## config.mk

```make
export PLATFORM = sky130hd
export DESIGN_NAME = vic_controller
export DESIGN_NICKNAME = d
export VERILOG_FILES = /design/src/common/vic_pkg.sv /design/src/rtl/vic_arbiter.sv /design/src/rtl/vic_controller.sv
export SDC_FILE = /design/constraint.sdc
export NUM_CORES = 1
export LEC_CHECK = 0
export BUFFER_PORTS_ARGS = -buffer_cell sky130_fd_sc_hd__buf_2
export CAP_MARGIN = 5
export CORE_MARGIN = 2
export CORE_UTILIZATION = 35
export DETAILED_ROUTE_END_ITERATION = 10
export GPL_ROUTABILITY_DRIVEN = 0
export GPL_TIMING_DRIVEN = 1
export PLACE_DENSITY_LB_ADDON = 0.12
export SETUP_SLACK_MARGIN = 0.1
export SLEW_MARGIN = 10
export SYNTH_ARGS = -nofsm -noshare
export SYNTH_HDL_FRONTEND = slang
export SYNTH_SLANG_ARGS = --single-unit
```

## constraint.sdc

```tcl
create_clock -name clock -period 2.5 [get_ports clock]
set_input_delay 0.375 -clock clock [delete_from_list [all_inputs] [get_ports clock]]
set_output_delay 0.375 -clock clock [all_outputs]
set_load 0.01 [all_outputs]
```

## src/common/vic_pkg.sv

```systemverilog
`default_nettype none
package vic_pkg;
	// source ranks; rank 15 is left empty
	localparam int NUM_RANKS = 23;
	localparam int RANK_PIN0 = 0;
	localparam int RANK_TMR0 = 1;
	localparam int RANK_PIN1 = 2;
	localparam int RANK_TMR1 = 3;
	localparam int RANK_UART = 4;
	localparam int RANK_TMR2 = 5;
	localparam int RANK_SPI = 6;
	localparam int RANK_TWI = 7;
	localparam int RANK_ALARM = 8;
	localparam int RANK_WIN = 9;
	localparam int RANK_EOC = 10;
	localparam int RANK_PCA = 11;
	localparam int RANK_XMID = 12;
	localparam int RANK_XEND = 13;
	localparam int RANK_TMR3 = 14;
	localparam int RANK_HOLE = 15;
	localparam int RANK_MATCH = 16;
	localparam int RANK_OSC = 17;
	localparam int RANK_MAC = 18;
	localparam int RANK_CSCPT = 19;
	localparam int RANK_CSDC = 20;
	localparam int RANK_CSEOS = 21;
	localparam int RANK_TWS = 22;
	// vectors
	localparam logic [15:0] VEC_RESET = 16'h0000;
	localparam logic [15:0] VEC_BASE = 16'h0003;
	localparam logic [15:0] VEC_STEP = 16'h0008;
	// base enable register
	localparam logic [7:0] IE_BASE_ADDR = 8'ha8;
	localparam logic [7:0] IE_BASE_RESET = 8'h00;
	localparam int IE_GLOBAL_BIT = 7;
	localparam int NUM_BASE = 7;
	// call timing: one cycle detect, four to finish the call
	localparam int DETECT_CYCLES = 1;
	localparam int CALL_CYCLES = 4;
	localparam logic [2:0] CALL_CNT = 3'(CALL_CYCLES);

	typedef enum logic [1:0] {
		ST_IDLE = 2'b00,
		ST_CALL = 2'b01,
		ST_GAP = 2'b10
	} vic_state_e;

	// pending sources grouped
	typedef struct packed {
		logic pinZeroPending;
		logic timerZeroOverflow;
		logic pinOnePending;
		logic timerOneOverflow;
		logic serialRxDone;
		logic serialTxDone;
		logic timerTwoHighOverflow;
		logic timerTwoLowOverflow;
		logic [3:0] spiFlags;
		logic twowireEvent;
		logic alarm;
		logic windowCompare;
		logic endOfConversion;
		logic counterArrayOverflow;
		logic [2:0] counterChannelEvent;
		logic [6:0] xferChannelMidpoint;
		logic [6:0] xferChannelEndpoint;
		logic timerThreeHighOverflow;
		logic timerThreeLowOverflow;
		logic portMatch;
		logic clockOscFailure;
		logic macDone;
		logic csConvDone;
		logic csCompare;
		logic csEndOfScan;
		logic twowireSlaveEvent;
	} vic_flags_s;

	// core handshake
	typedef struct packed {
		logic instrDone;
		logic retiDone;
	} vic_core_s;

	function automatic logic [15:0] vicVector(input logic [4:0] rank);
		vicVector = VEC_BASE + 16'(rank) * VEC_STEP;
	endfunction
endpackage
`default_nettype wire

```

## src/rtl/vic_arbiter.sv

```systemverilog
`timescale 1ns/1ps
`default_nettype none
module vic_arbiter
	import vic_pkg::*;
#(
	parameter int N = NUM_RANKS
) (
	// requests
	input wire logic [N-1:0] req,
	input wire logic [N-1:0] prio,
	// pick
	output logic found,
	output logic foundHigh,
	output logic [4:0] rank
);
	initial begin
		if (N < 1 || N > 32) $error("vic_arbiter: N out of range");
	end
	// high level first, then lowest rank
	always_comb begin
		found = 1'b0;
		foundHigh = 1'b0;
		rank = 5'h00;
		for (int i = N - 1; i >= 0; i--) begin
			if (req[i] && !prio[i] && !foundHigh) begin
				found = 1'b1;
				rank = 5'(i);
			end
		end
		for (int i = N - 1; i >= 0; i--) begin
			if (req[i] && prio[i]) begin
				found = 1'b1;
				foundHigh = 1'b1;
				rank = 5'(i);
			end
		end
	end
endmodule // vic_arbiter
`default_nettype wire

```

## src/rtl/vic_controller.sv

```systemverilog
`timescale 1ns/1ps
`default_nettype none
module vic_controller
	import vic_pkg::*;
#(
	parameter int NUM_BASE_SRC = NUM_BASE
) (
	// clock and reset
	input wire logic clock,
	input wire logic nrst,
	input wire logic clockEn,
	// peripheral pending flags (hardware or software set)
	input wire vic_flags_s flags,
	// register port for base enable
	input wire logic [7:0] regAddr,
	input wire logic [7:0] regWdata,
	input wire logic regWrite,
	input wire logic regBitWrite,
	input wire logic [2:0] regBitSel,
	input wire logic regBitVal,
	output logic [7:0] regRdata,
	// other enable and priority registers, held outside
	input wire logic [7:0] basePriorityReg,
	input wire logic [7:0] extEnableFirst,
	input wire logic [7:0] extEnableSecond,
	input wire logic [7:0] extPriorityFirst,
	input wire logic [7:0] extPrioritySecond,
	// core
	input wire vic_core_s core,
	output logic callReq,
	output logic [15:0] callVector,
	output logic resetVector,
	output logic clearPinZero,
	output logic clearTimerZero,
	output logic clearPinOne,
	output logic clearTimerOne,
	output logic [7:0] ieBase,
	output logic inHighHandler,
	output logic inLowHandler
);
	initial begin
		if (NUM_BASE_SRC != NUM_BASE) $error("vic_controller: base source count fixed");
	end
	////////////////////////////////////////////////////////////////////////////
	// base enable register
	logic [7:0] ie_r;
	always_ff @(posedge clock or negedge nrst) begin
		if (!nrst) begin
			ie_r <= IE_BASE_RESET;
		end else if (clockEn) begin
			if (regWrite && regAddr == IE_BASE_ADDR) begin
				ie_r <= regWdata;
			end else if (regBitWrite && regAddr == IE_BASE_ADDR) begin
				ie_r[regBitSel] <= regBitVal;
			end
		end
	end
	always_ff @(posedge clock or negedge nrst) begin
		if (!nrst) begin
			regRdata <= 8'h00;
			ieBase <= IE_BASE_RESET;
		end else if (clockEn) begin
			regRdata <= (regAddr == IE_BASE_ADDR) ? ie_r : 8'h00;
			ieBase <= ie_r;
		end
	end
	////////////////////////////////////////////////////////////////////////////
	// request gathering
	logic [NUM_RANKS-1:0] pend;
	logic [NUM_RANKS-1:0] en;
	logic [NUM_RANKS-1:0] pri;
	logic [NUM_RANKS-1:0] req;
	always_comb begin
		pend = '0;
		pend[RANK_PIN0] = flags.pinZeroPending;
		pend[RANK_TMR0] = flags.timerZeroOverflow;
		pend[RANK_PIN1] = flags.pinOnePending;
		pend[RANK_TMR1] = flags.timerOneOverflow;
		pend[RANK_UART] = flags.serialRxDone | flags.serialTxDone;
		pend[RANK_TMR2] = flags.timerTwoHighOverflow | flags.timerTwoLowOverflow;
		pend[RANK_SPI] = |flags.spiFlags;
		pend[RANK_TWI] = flags.twowireEvent;
		pend[RANK_ALARM] = flags.alarm;
		pend[RANK_WIN] = flags.windowCompare;
		pend[RANK_EOC] = flags.endOfConversion;
		pend[RANK_PCA] = flags.counterArrayOverflow | (|flags.counterChannelEvent);
		pend[RANK_XMID] = |flags.xferChannelMidpoint;
		pend[RANK_XEND] = |flags.xferChannelEndpoint;
		pend[RANK_TMR3] = flags.timerThreeHighOverflow | flags.timerThreeLowOverflow;
		pend[RANK_HOLE] = 1'b0;
		pend[RANK_MATCH] = flags.portMatch;
		pend[RANK_OSC] = flags.clockOscFailure;
		pend[RANK_MAC] = flags.macDone;
		pend[RANK_CSCPT] = flags.csConvDone;
		pend[RANK_CSDC] = flags.csCompare;
		pend[RANK_CSEOS] = flags.csEndOfScan;
		pend[RANK_TWS] = flags.twowireSlaveEvent;
	end
	// enables: base bits 0..6, first extended at 7..14, second extended bit n at 15+n
	always_comb begin
		en = '0;
		pri = '0;
		en[NUM_BASE-1:0] = ie_r[NUM_BASE-1:0];
		pri[NUM_BASE-1:0] = basePriorityReg[NUM_BASE-1:0];
		en[RANK_TMR3:RANK_TWI] = extEnableFirst;
		pri[RANK_TMR3:RANK_TWI] = extPriorityFirst;
		en[RANK_TWS:RANK_MATCH] = extEnableSecond[7:1];
		pri[RANK_TWS:RANK_MATCH] = extPrioritySecond[7:1];
		// flags are taken as given; enable only gates the request
		req = pend & en & {NUM_RANKS{ie_r[IE_GLOBAL_BIT]}};
	end
	////////////////////////////////////////////////////////////////////////////
	// arbitration, every clock
	logic found;
	logic foundHigh;
	logic [4:0] rank;
	vic_arbiter #(.N(NUM_RANKS)) arb (
		.req(req),
		.prio(pri),
		.found(found),
		.foundHigh(foundHigh),
		.rank(rank)
	);
	////////////////////////////////////////////////////////////////////////////
	// call sequencing
	vic_state_e state_r;
	logic [2:0] cnt_r;
	logic [4:0] rankHeld_r;
	logic highHeld_r;
	logic highAct_r;
	logic lowAct_r;
	logic mayTake;
	// high preempts low; nothing preempts high
	always_comb begin
		mayTake = found && !highAct_r && (foundHigh || !lowAct_r);
	end
	always_ff @(posedge clock or negedge nrst) begin
		if (!nrst) begin
			state_r <= ST_IDLE;
			cnt_r <= 3'h0;
			rankHeld_r <= 5'h00;
			highHeld_r <= 1'b0;
		end else if (clockEn) begin
			case (state_r)
				ST_IDLE: begin
					if (mayTake) begin
						state_r <= ST_CALL;
						cnt_r <= CALL_CNT - 3'h1;
						rankHeld_r <= rank;
						highHeld_r <= foundHigh;
					end
				end
				ST_CALL: begin
					if (cnt_r == 3'h0) begin
						state_r <= ST_IDLE;
					end else begin
						cnt_r <= cnt_r - 3'h1;
					end
				end
				ST_GAP: begin
					// one instruction must finish before the next call
					if (core.instrDone) begin
						state_r <= ST_IDLE;
					end
				end
				default: state_r <= ST_IDLE;
			endcase
			if (core.retiDone && state_r != ST_CALL) begin
				state_r <= ST_GAP;
			end
		end
	end
	// active handler levels, released on return
	always_ff @(posedge clock or negedge nrst) begin
		if (!nrst) begin
			highAct_r <= 1'b0;
			lowAct_r <= 1'b0;
		end else if (clockEn) begin
			if (state_r == ST_CALL && cnt_r == 3'h0) begin
				if (highHeld_r) begin
					highAct_r <= 1'b1;
				end else begin
					lowAct_r <= 1'b1;
				end
			end else if (core.retiDone) begin
				if (highAct_r) begin
					highAct_r <= 1'b0;
				end else begin
					lowAct_r <= 1'b0;
				end
			end
		end
	end
	// outputs to core; reset vector shown while held in reset
	always_ff @(posedge clock or negedge nrst) begin
		if (!nrst) begin
			callReq <= 1'b0;
			callVector <= VEC_RESET;
			resetVector <= 1'b1;
			clearPinZero <= 1'b0;
			clearTimerZero <= 1'b0;
			clearPinOne <= 1'b0;
			clearTimerOne <= 1'b0;
			inHighHandler <= 1'b0;
			inLowHandler <= 1'b0;
		end else if (clockEn) begin
			resetVector <= 1'b0;
			clearPinZero <= 1'b0;
			clearTimerZero <= 1'b0;
			clearPinOne <= 1'b0;
			clearTimerOne <= 1'b0;
			callReq <= 1'b0;
			inHighHandler <= highAct_r;
			inLowHandler <= lowAct_r;
			if (state_r == ST_CALL && cnt_r == 3'h0) begin
				callReq <= 1'b1;
				callVector <= vicVector(rankHeld_r);
				// only the first four sources clear on vectoring
				clearPinZero <= rankHeld_r == 5'(RANK_PIN0);
				clearTimerZero <= rankHeld_r == 5'(RANK_TMR0);
				clearPinOne <= rankHeld_r == 5'(RANK_PIN1);
				clearTimerOne <= rankHeld_r == 5'(RANK_TMR1);
			end
		end
	end
endmodule // vic_controller
`default_nettype wire

```

Word level (Yosys, flattened, before mapping). Cells that the tools add are included.

Register bits: 61. Input bits: 110. Output and inout bits: 40. Word-level logic and storage cells: 274.

$add $sub $neg: 2. Order comparisons: 2. Equal/unequal tests: 15. Mux-type cells: 138. Bitwise operators: 6. Reductions and logical operators: 93.

Operators by type and width (number): $mux 5 (45); $mux 1 (80); $logic_and 1x1->1 (51); $and 23x23->23 (2); $logic_not 1->1 (24); $mux 8 (3); $reduce_or 7->1 (2); $reduce_and 4->1 (3); $eq 5x2->1 const B (2); $add 2x8->9 const A (1); $ne 3x3->1 const B (3); $bwmux 8 (1); $eq 8x8->1 const B (1); $mux 2 (4); $ne 2x2->1 const B (4); $mux 3 (2); $pmux 2 s3 (1); $pmux 3 s2 (1); $reduce_and 3->1 (2); $reduce_bool 2->1 (3); $eq 5x1->1 const B (1); $logic_not 5->1 (1); $lt 3x4->1 const B (1); $ne 2x1->1 const B (2); 12 further kinds (16).

Longest topological paths before layout.
Word-level depth: 55. Depth in mapped cells: 11. Depth with buffers taken out: 7.

By module. From an unflattened synthesis, not the netlist that was laid out.

Cells, all modules: 402. Area, all modules: 3433.3 µm².

By module, submodules not included: vic_controller (instances 1, cells an instance 260, area each 2591.2 µm², seq. area each 1277.5 µm²); vic_arbiter (instances 1, cells an instance 142, area each 842.1 µm², seq. area each 0.0 µm²).

Least setup slack after synthesis. Ideal clock, no wire load.

Path kind: register to register. Start point: register ie_r[7]. End point: register rankHeld_r[2]. Setup time: 128 ps. Arrival time: 1877 ps. Required time: 2372 ps. Path slack: 494 ps. Cell stages (with the launch flop): 10. Buffers on the path: 2. Clock period less this slack: 2006 ps. Cell sequence: dfrtp_1 buf_6 buf_6 nand4b_4 and4_4 a2111oi_2 o31ai_1 a21o_1 a2111oi_2 o31ai_1.

Cells in the longest elaborated chain, start to end: 50. Elaborated cells between the ends (all ways): 161. Those cells by class: 112 x mux; 1 x bitwise; 48 x reduce/logical.

Ends and longest elaborated chain: start: declaration (line vic_controller.sv:46) `logic [7:0] ie_r;`; start signal: assignment (line vic_controller.sv:52) `ie_r <= regWdata;`; start signal: indexed assignment (line vic_controller.sv:54) `ie_r[regBitSel] <= regBitVal;`; $and 23x23->23 (*) (line vic_controller.sv:110) `req = pend & en & {NUM_RANKS{ie_r[IE_GLOBAL_BIT]}};`; $logic_and 1x1->1 (line vic_arbiter.sv:25) `if (req[i] && !prio[i] && !foundHigh) begin`; $mux 1 (23 in series) (line vic_arbiter.sv:25); $mux 1 (22 in series) (line vic_arbiter.sv:31) `if (req[i] && prio[i]) begin`; $logic_and 1x1->1 (2 in series) (line vic_controller.sv:135) `mayTake = found && !highAct_r && (foundHigh || !lowAct_r);`; $reduce_and 3->1 (no source line); end signal: assignment (line vic_controller.sv:149) `rankHeld_r <= rank;`; end: declaration (line vic_controller.sv:128) `logic [4:0] rankHeld_r;`.

Every way passes the cells marked *; elsewhere a longest branch is shown, timed or not. A chain may end at the register's enable or synchronous reset.

Final worst setup path.
Start point: register ie_r[7]. End point: register cnt_r[2].

Cells in the longest elaborated chain, start to end: 51. Elaborated cells between the ends (all ways): 117. Those cells by class: 1 x eq/ne; 67 x mux; 1 x bitwise; 48 x reduce/logical.

Ends and longest elaborated chain: $and 23x23->23 (*) (line vic_controller.sv:110); $logic_and 1x1->1 (line vic_arbiter.sv:25); $mux 1 (23 in series) (line vic_arbiter.sv:25); $mux 1 (22 in series) (line vic_arbiter.sv:31); $logic_and 1x1->1 (line vic_controller.sv:135); $logic_and 1x1->1 (*) (line vic_controller.sv:135); $ne 2x2->1 (no source line) (*); $reduce_and 4->1 (no source line) (*); end signal: assignment (line vic_controller.sv:148) `cnt_r <= CALL_CNT - 3'h1;`; end signal: assignment (line vic_controller.sv:157) `cnt_r <= cnt_r - 3'h1;`; end: declaration (line vic_controller.sv:127) `logic [2:0] cnt_r;`.

Marked as above.

==> run metrics <==
outcome=complete, no violations; wire length the detailed router placed on met1=4.68 mm; post-route fraction of the period consumed by the critical path=92.6%; final worst path period need=between 2000 and 2500 ps; share of async-settable or async-resettable flops after synthesis=100%; R2R setup slack=190 ps; FMAX=~430 MHz; Reg2Reg Capture Point=cnt_r[2]$_DFFE_PN0P_; I/O pin total=150; vias in the first global route=3190; die outline width=103 microns; Setup CP Type=reg2reg; number of design-rule violations left by the first detailed-router iteration=between 100 and 150; arrival time of data at the critical path endpoint=about 2500 ps; placed wire-length estimate after detailed placement=~7.7 mm; metal3 WL=576 microns; post-synthesis sequential area ratio=37.1%; floorplan die height=approximately 100 microns; Inserted Diodes=0; Slew @ Worst Pin=between 600 and 700 ps; CTS root buffer=clkbuf_8; total number of vias=3511; type of destination of the critical path=flip-flop; most common flop cell mapped by yosys=dfrtp_1; clk_lat worst skew=310 ps; maximum vdd drop=222 uV; total clock buffers created by CTS=5; static power due to leakage=about 2.3 nW; power consumption=around 1.7 mW; layout net count=662; number of routed nets with antenna violations=0; average vias per placed instance=5.13; GRT Resource Usage Total=18.2%; power per unit of standard cell area=364 mW/mm^2; number of instances in the synthesized netlist=396; TritonCTS clock tree=built; IO Port Bufs=137; clock transition at the registers of the reported paths=100 ps; Final TNS setup=0 ps; combined area of all synthesized cells=around 0.0034 sq mm; Top Metal Used=met4; average routed wire per standard cell=approximately 14 microns; first element of the critical path=ie_r[7]$_DFFE_PN0P_; Row Count=36; max-slew headroom at the worst pin=57.4%; maximum number of pins on one net before global-route repair=52; worst setup skew after layout=18.0 ps; placeable core region=0.00964 sq mm; Required @ worst endpoint=2700 ps; worst-case clock buffer depth=2; Post-route DRC=0; Crit Path Max Fanout=18; # clock sinks=51; Yosys warning total=0; wirelength, routed=9.80 mm; EDFF count, synth=0; relative area change from synthesis to final layout=32.0%; number of antenna violations at the first check in global routing=0; die area=0.0106 sq mm; iteration count of the initial detailed-routing pass=4; number of storage elements in the synthesis netlist=51; depth of the CTS H-tree=2; launch instance of the worst register-to-register path=ie_r[7]$_DFFE_PN0P_; layout cell share with drive strength beyond 1=between 30% and 40%; post-synthesis cell type count=60; path class of the lowest-slack min-delay path=in2async; core utilization of the finished layout=a little under half; total count of max-transition violations in the final report=0; RSZ-0062 raised after global routing=true; number of violations of the max-capacitance limit=0; initial core utilization=35.7%; Final setup viols=0; type of element launching the critical path=flip-flop; count of endpoints failing hold in the final timing report=0; wire length of the first global-routing pass=15.4 mm; post-synthesis area per instance=8.70 sq um; logic depth of the worst register-to-register path=11; wire length on met2=between 4 and 5 mm; remaining global-route overflow=0
metal layers:
metal  vias up  track usage (%)
met1      1617             27.4
li1       1772                -
met2       115             27.6
met5         -                0
met4         0             3.04
met3         7             3.29
cell usage in the layout (no fill, tap or decap), drive strengths merged, types with 10 or more instances in the layout:
| cell | count |
|---|---|
| a21oi | 34 |
| nand4b | 13 |
| nand2 | 49 |
| inv | 24 |
| o21ai | 38 |
| nand3 | 19 |
| buf | 162 |
| nor2b | 11 |
| dfrtp | 50 |
| o2bb2ai | 10 |
| nor2 | 20 |
| nand4 | 18 |
through the flow:
step	instances	instance area [sq um]	hold slack [ps]	setup WS, ps
after floorplan	404	3470	79.4	494
after global placement	672	4330	461	116
after detailed placement	672	4330	469	39.7
after CTS	680	4450	188	108
after global routing	684	4550	217	67.8
final	684	4550	170	186
registers in the layout, indices dropped and copies added (netlist names), 2 cells and up:
name,cells
ie_r,8
regRdata,8
state_r,2
cnt_r,3
callVector,6
ieBase,8
rankHeld_r,5
what timing repair did:
| item | in CTS | in global routing |
|---|---|---|
| buffers inserted | 0 | 3 |
| hold buffers | 0 | 0 |
| hold endpoints to repair | 0 | 0 |
| resized for setup | 0 | 9 |
| endpoints found under the setup margin | 0 | 5 |
worst max path at each step:
stage	to	slack, ps	cells after the start
after global routing	cnt_r[2]$_DFFE_PN0P_	70	11
after global placement	rankHeld_r[0]$_DFFE_PN0P_	120	11
after CTS	cnt_r[2]$_DFFE_PN0P_	110	10
after floorplan	rankHeld_r[2]$_DFFE_PN0P_	490	9
final	cnt_r[2]$_DFFE_PN0P_	190	11
after detailed placement	rankHeld_r[0]$_DFFE_PN0P_	40	11
where the power goes:
part	internal, mW	switching, mW	leakage (nW)	total [mW]
Sequential	0.838	0.0122	0.689	0.850
Combinational	0.0983	0.122	1.58	0.221
Clock	0.302	0.284	0.0548	0.586
layout make-up:
| cell class | count | area, sq um |
|---|---|---|
| fill | 1027 | 5090 |
| multi-input combinational | 306 | 1980 |
| sequential | 51 | 1280 |
| timing repair buffer | 163 | 915 |
| tap | 133 | 166 |
| inverter | 23 | 86.3 |
| clock buffer | 5 | 68.8 |
| clock inverter | 3 | 46.3 |
Yosys cell counts (4+ instances only):
library cell | number | area (sq um)
dfrtp_1 | 50 | 1250
nand2_1 | 48 | 180
o21ai_0 | 35 | 175
a21oi_1 | 32 | 160
inv_1 | 23 | 86.3
nor2_1 | 20 | 75.1
nand3_1 | 19 | 95.1
nand4_1 | 17 | 106
nand4b_1 | 12 | 105
nor2b_1 | 11 | 68.8
buf_4 | 10 | 75.1
o2bb2ai_1 | 10 | 87.6
clkbuf_1 | 8 | 30.0
o211ai_1 | 7 | 52.6
o31ai_1 | 7 | 52.6
buf_6 | 6 | 67.6
mux2_2 | 6 | 67.6
nand2b_1 | 6 | 37.5
nor4_2 | 5 | 62.6
nor3b_1 | 4 | 30.0
o2111ai_1 | 4 | 35.0
critical path, stage by stage (launching register included):
cell and delay (ps):
dfrtp_2 450, buf_12 170, nand2_1 80, a211oi_1 220
buf_4 180, nor4_4 50, buf_4 160, a31oi_2 210
o31ai_4 80, buf_4 170, and2_4 150, a211o_1 280
cells by family (layout without fill, tap and decap cells):
group / after synthesis / in the layout / share of synthesized area, %
AOI/OAI and AO/OA: 124 / 124 / 24.1
adders and majority gates: 2 / 2 / 0.727
buffers and inverters: 47 / 194 / 7.52
DFF: 51 / 51 / 37.1
muxes: 6 / 6 / 1.96
other: 1 / 9 / 0.109
and+or+nand+nor: 165 / 165 / 28.5
No activity file was read; power rests on OpenSTA's default activity.
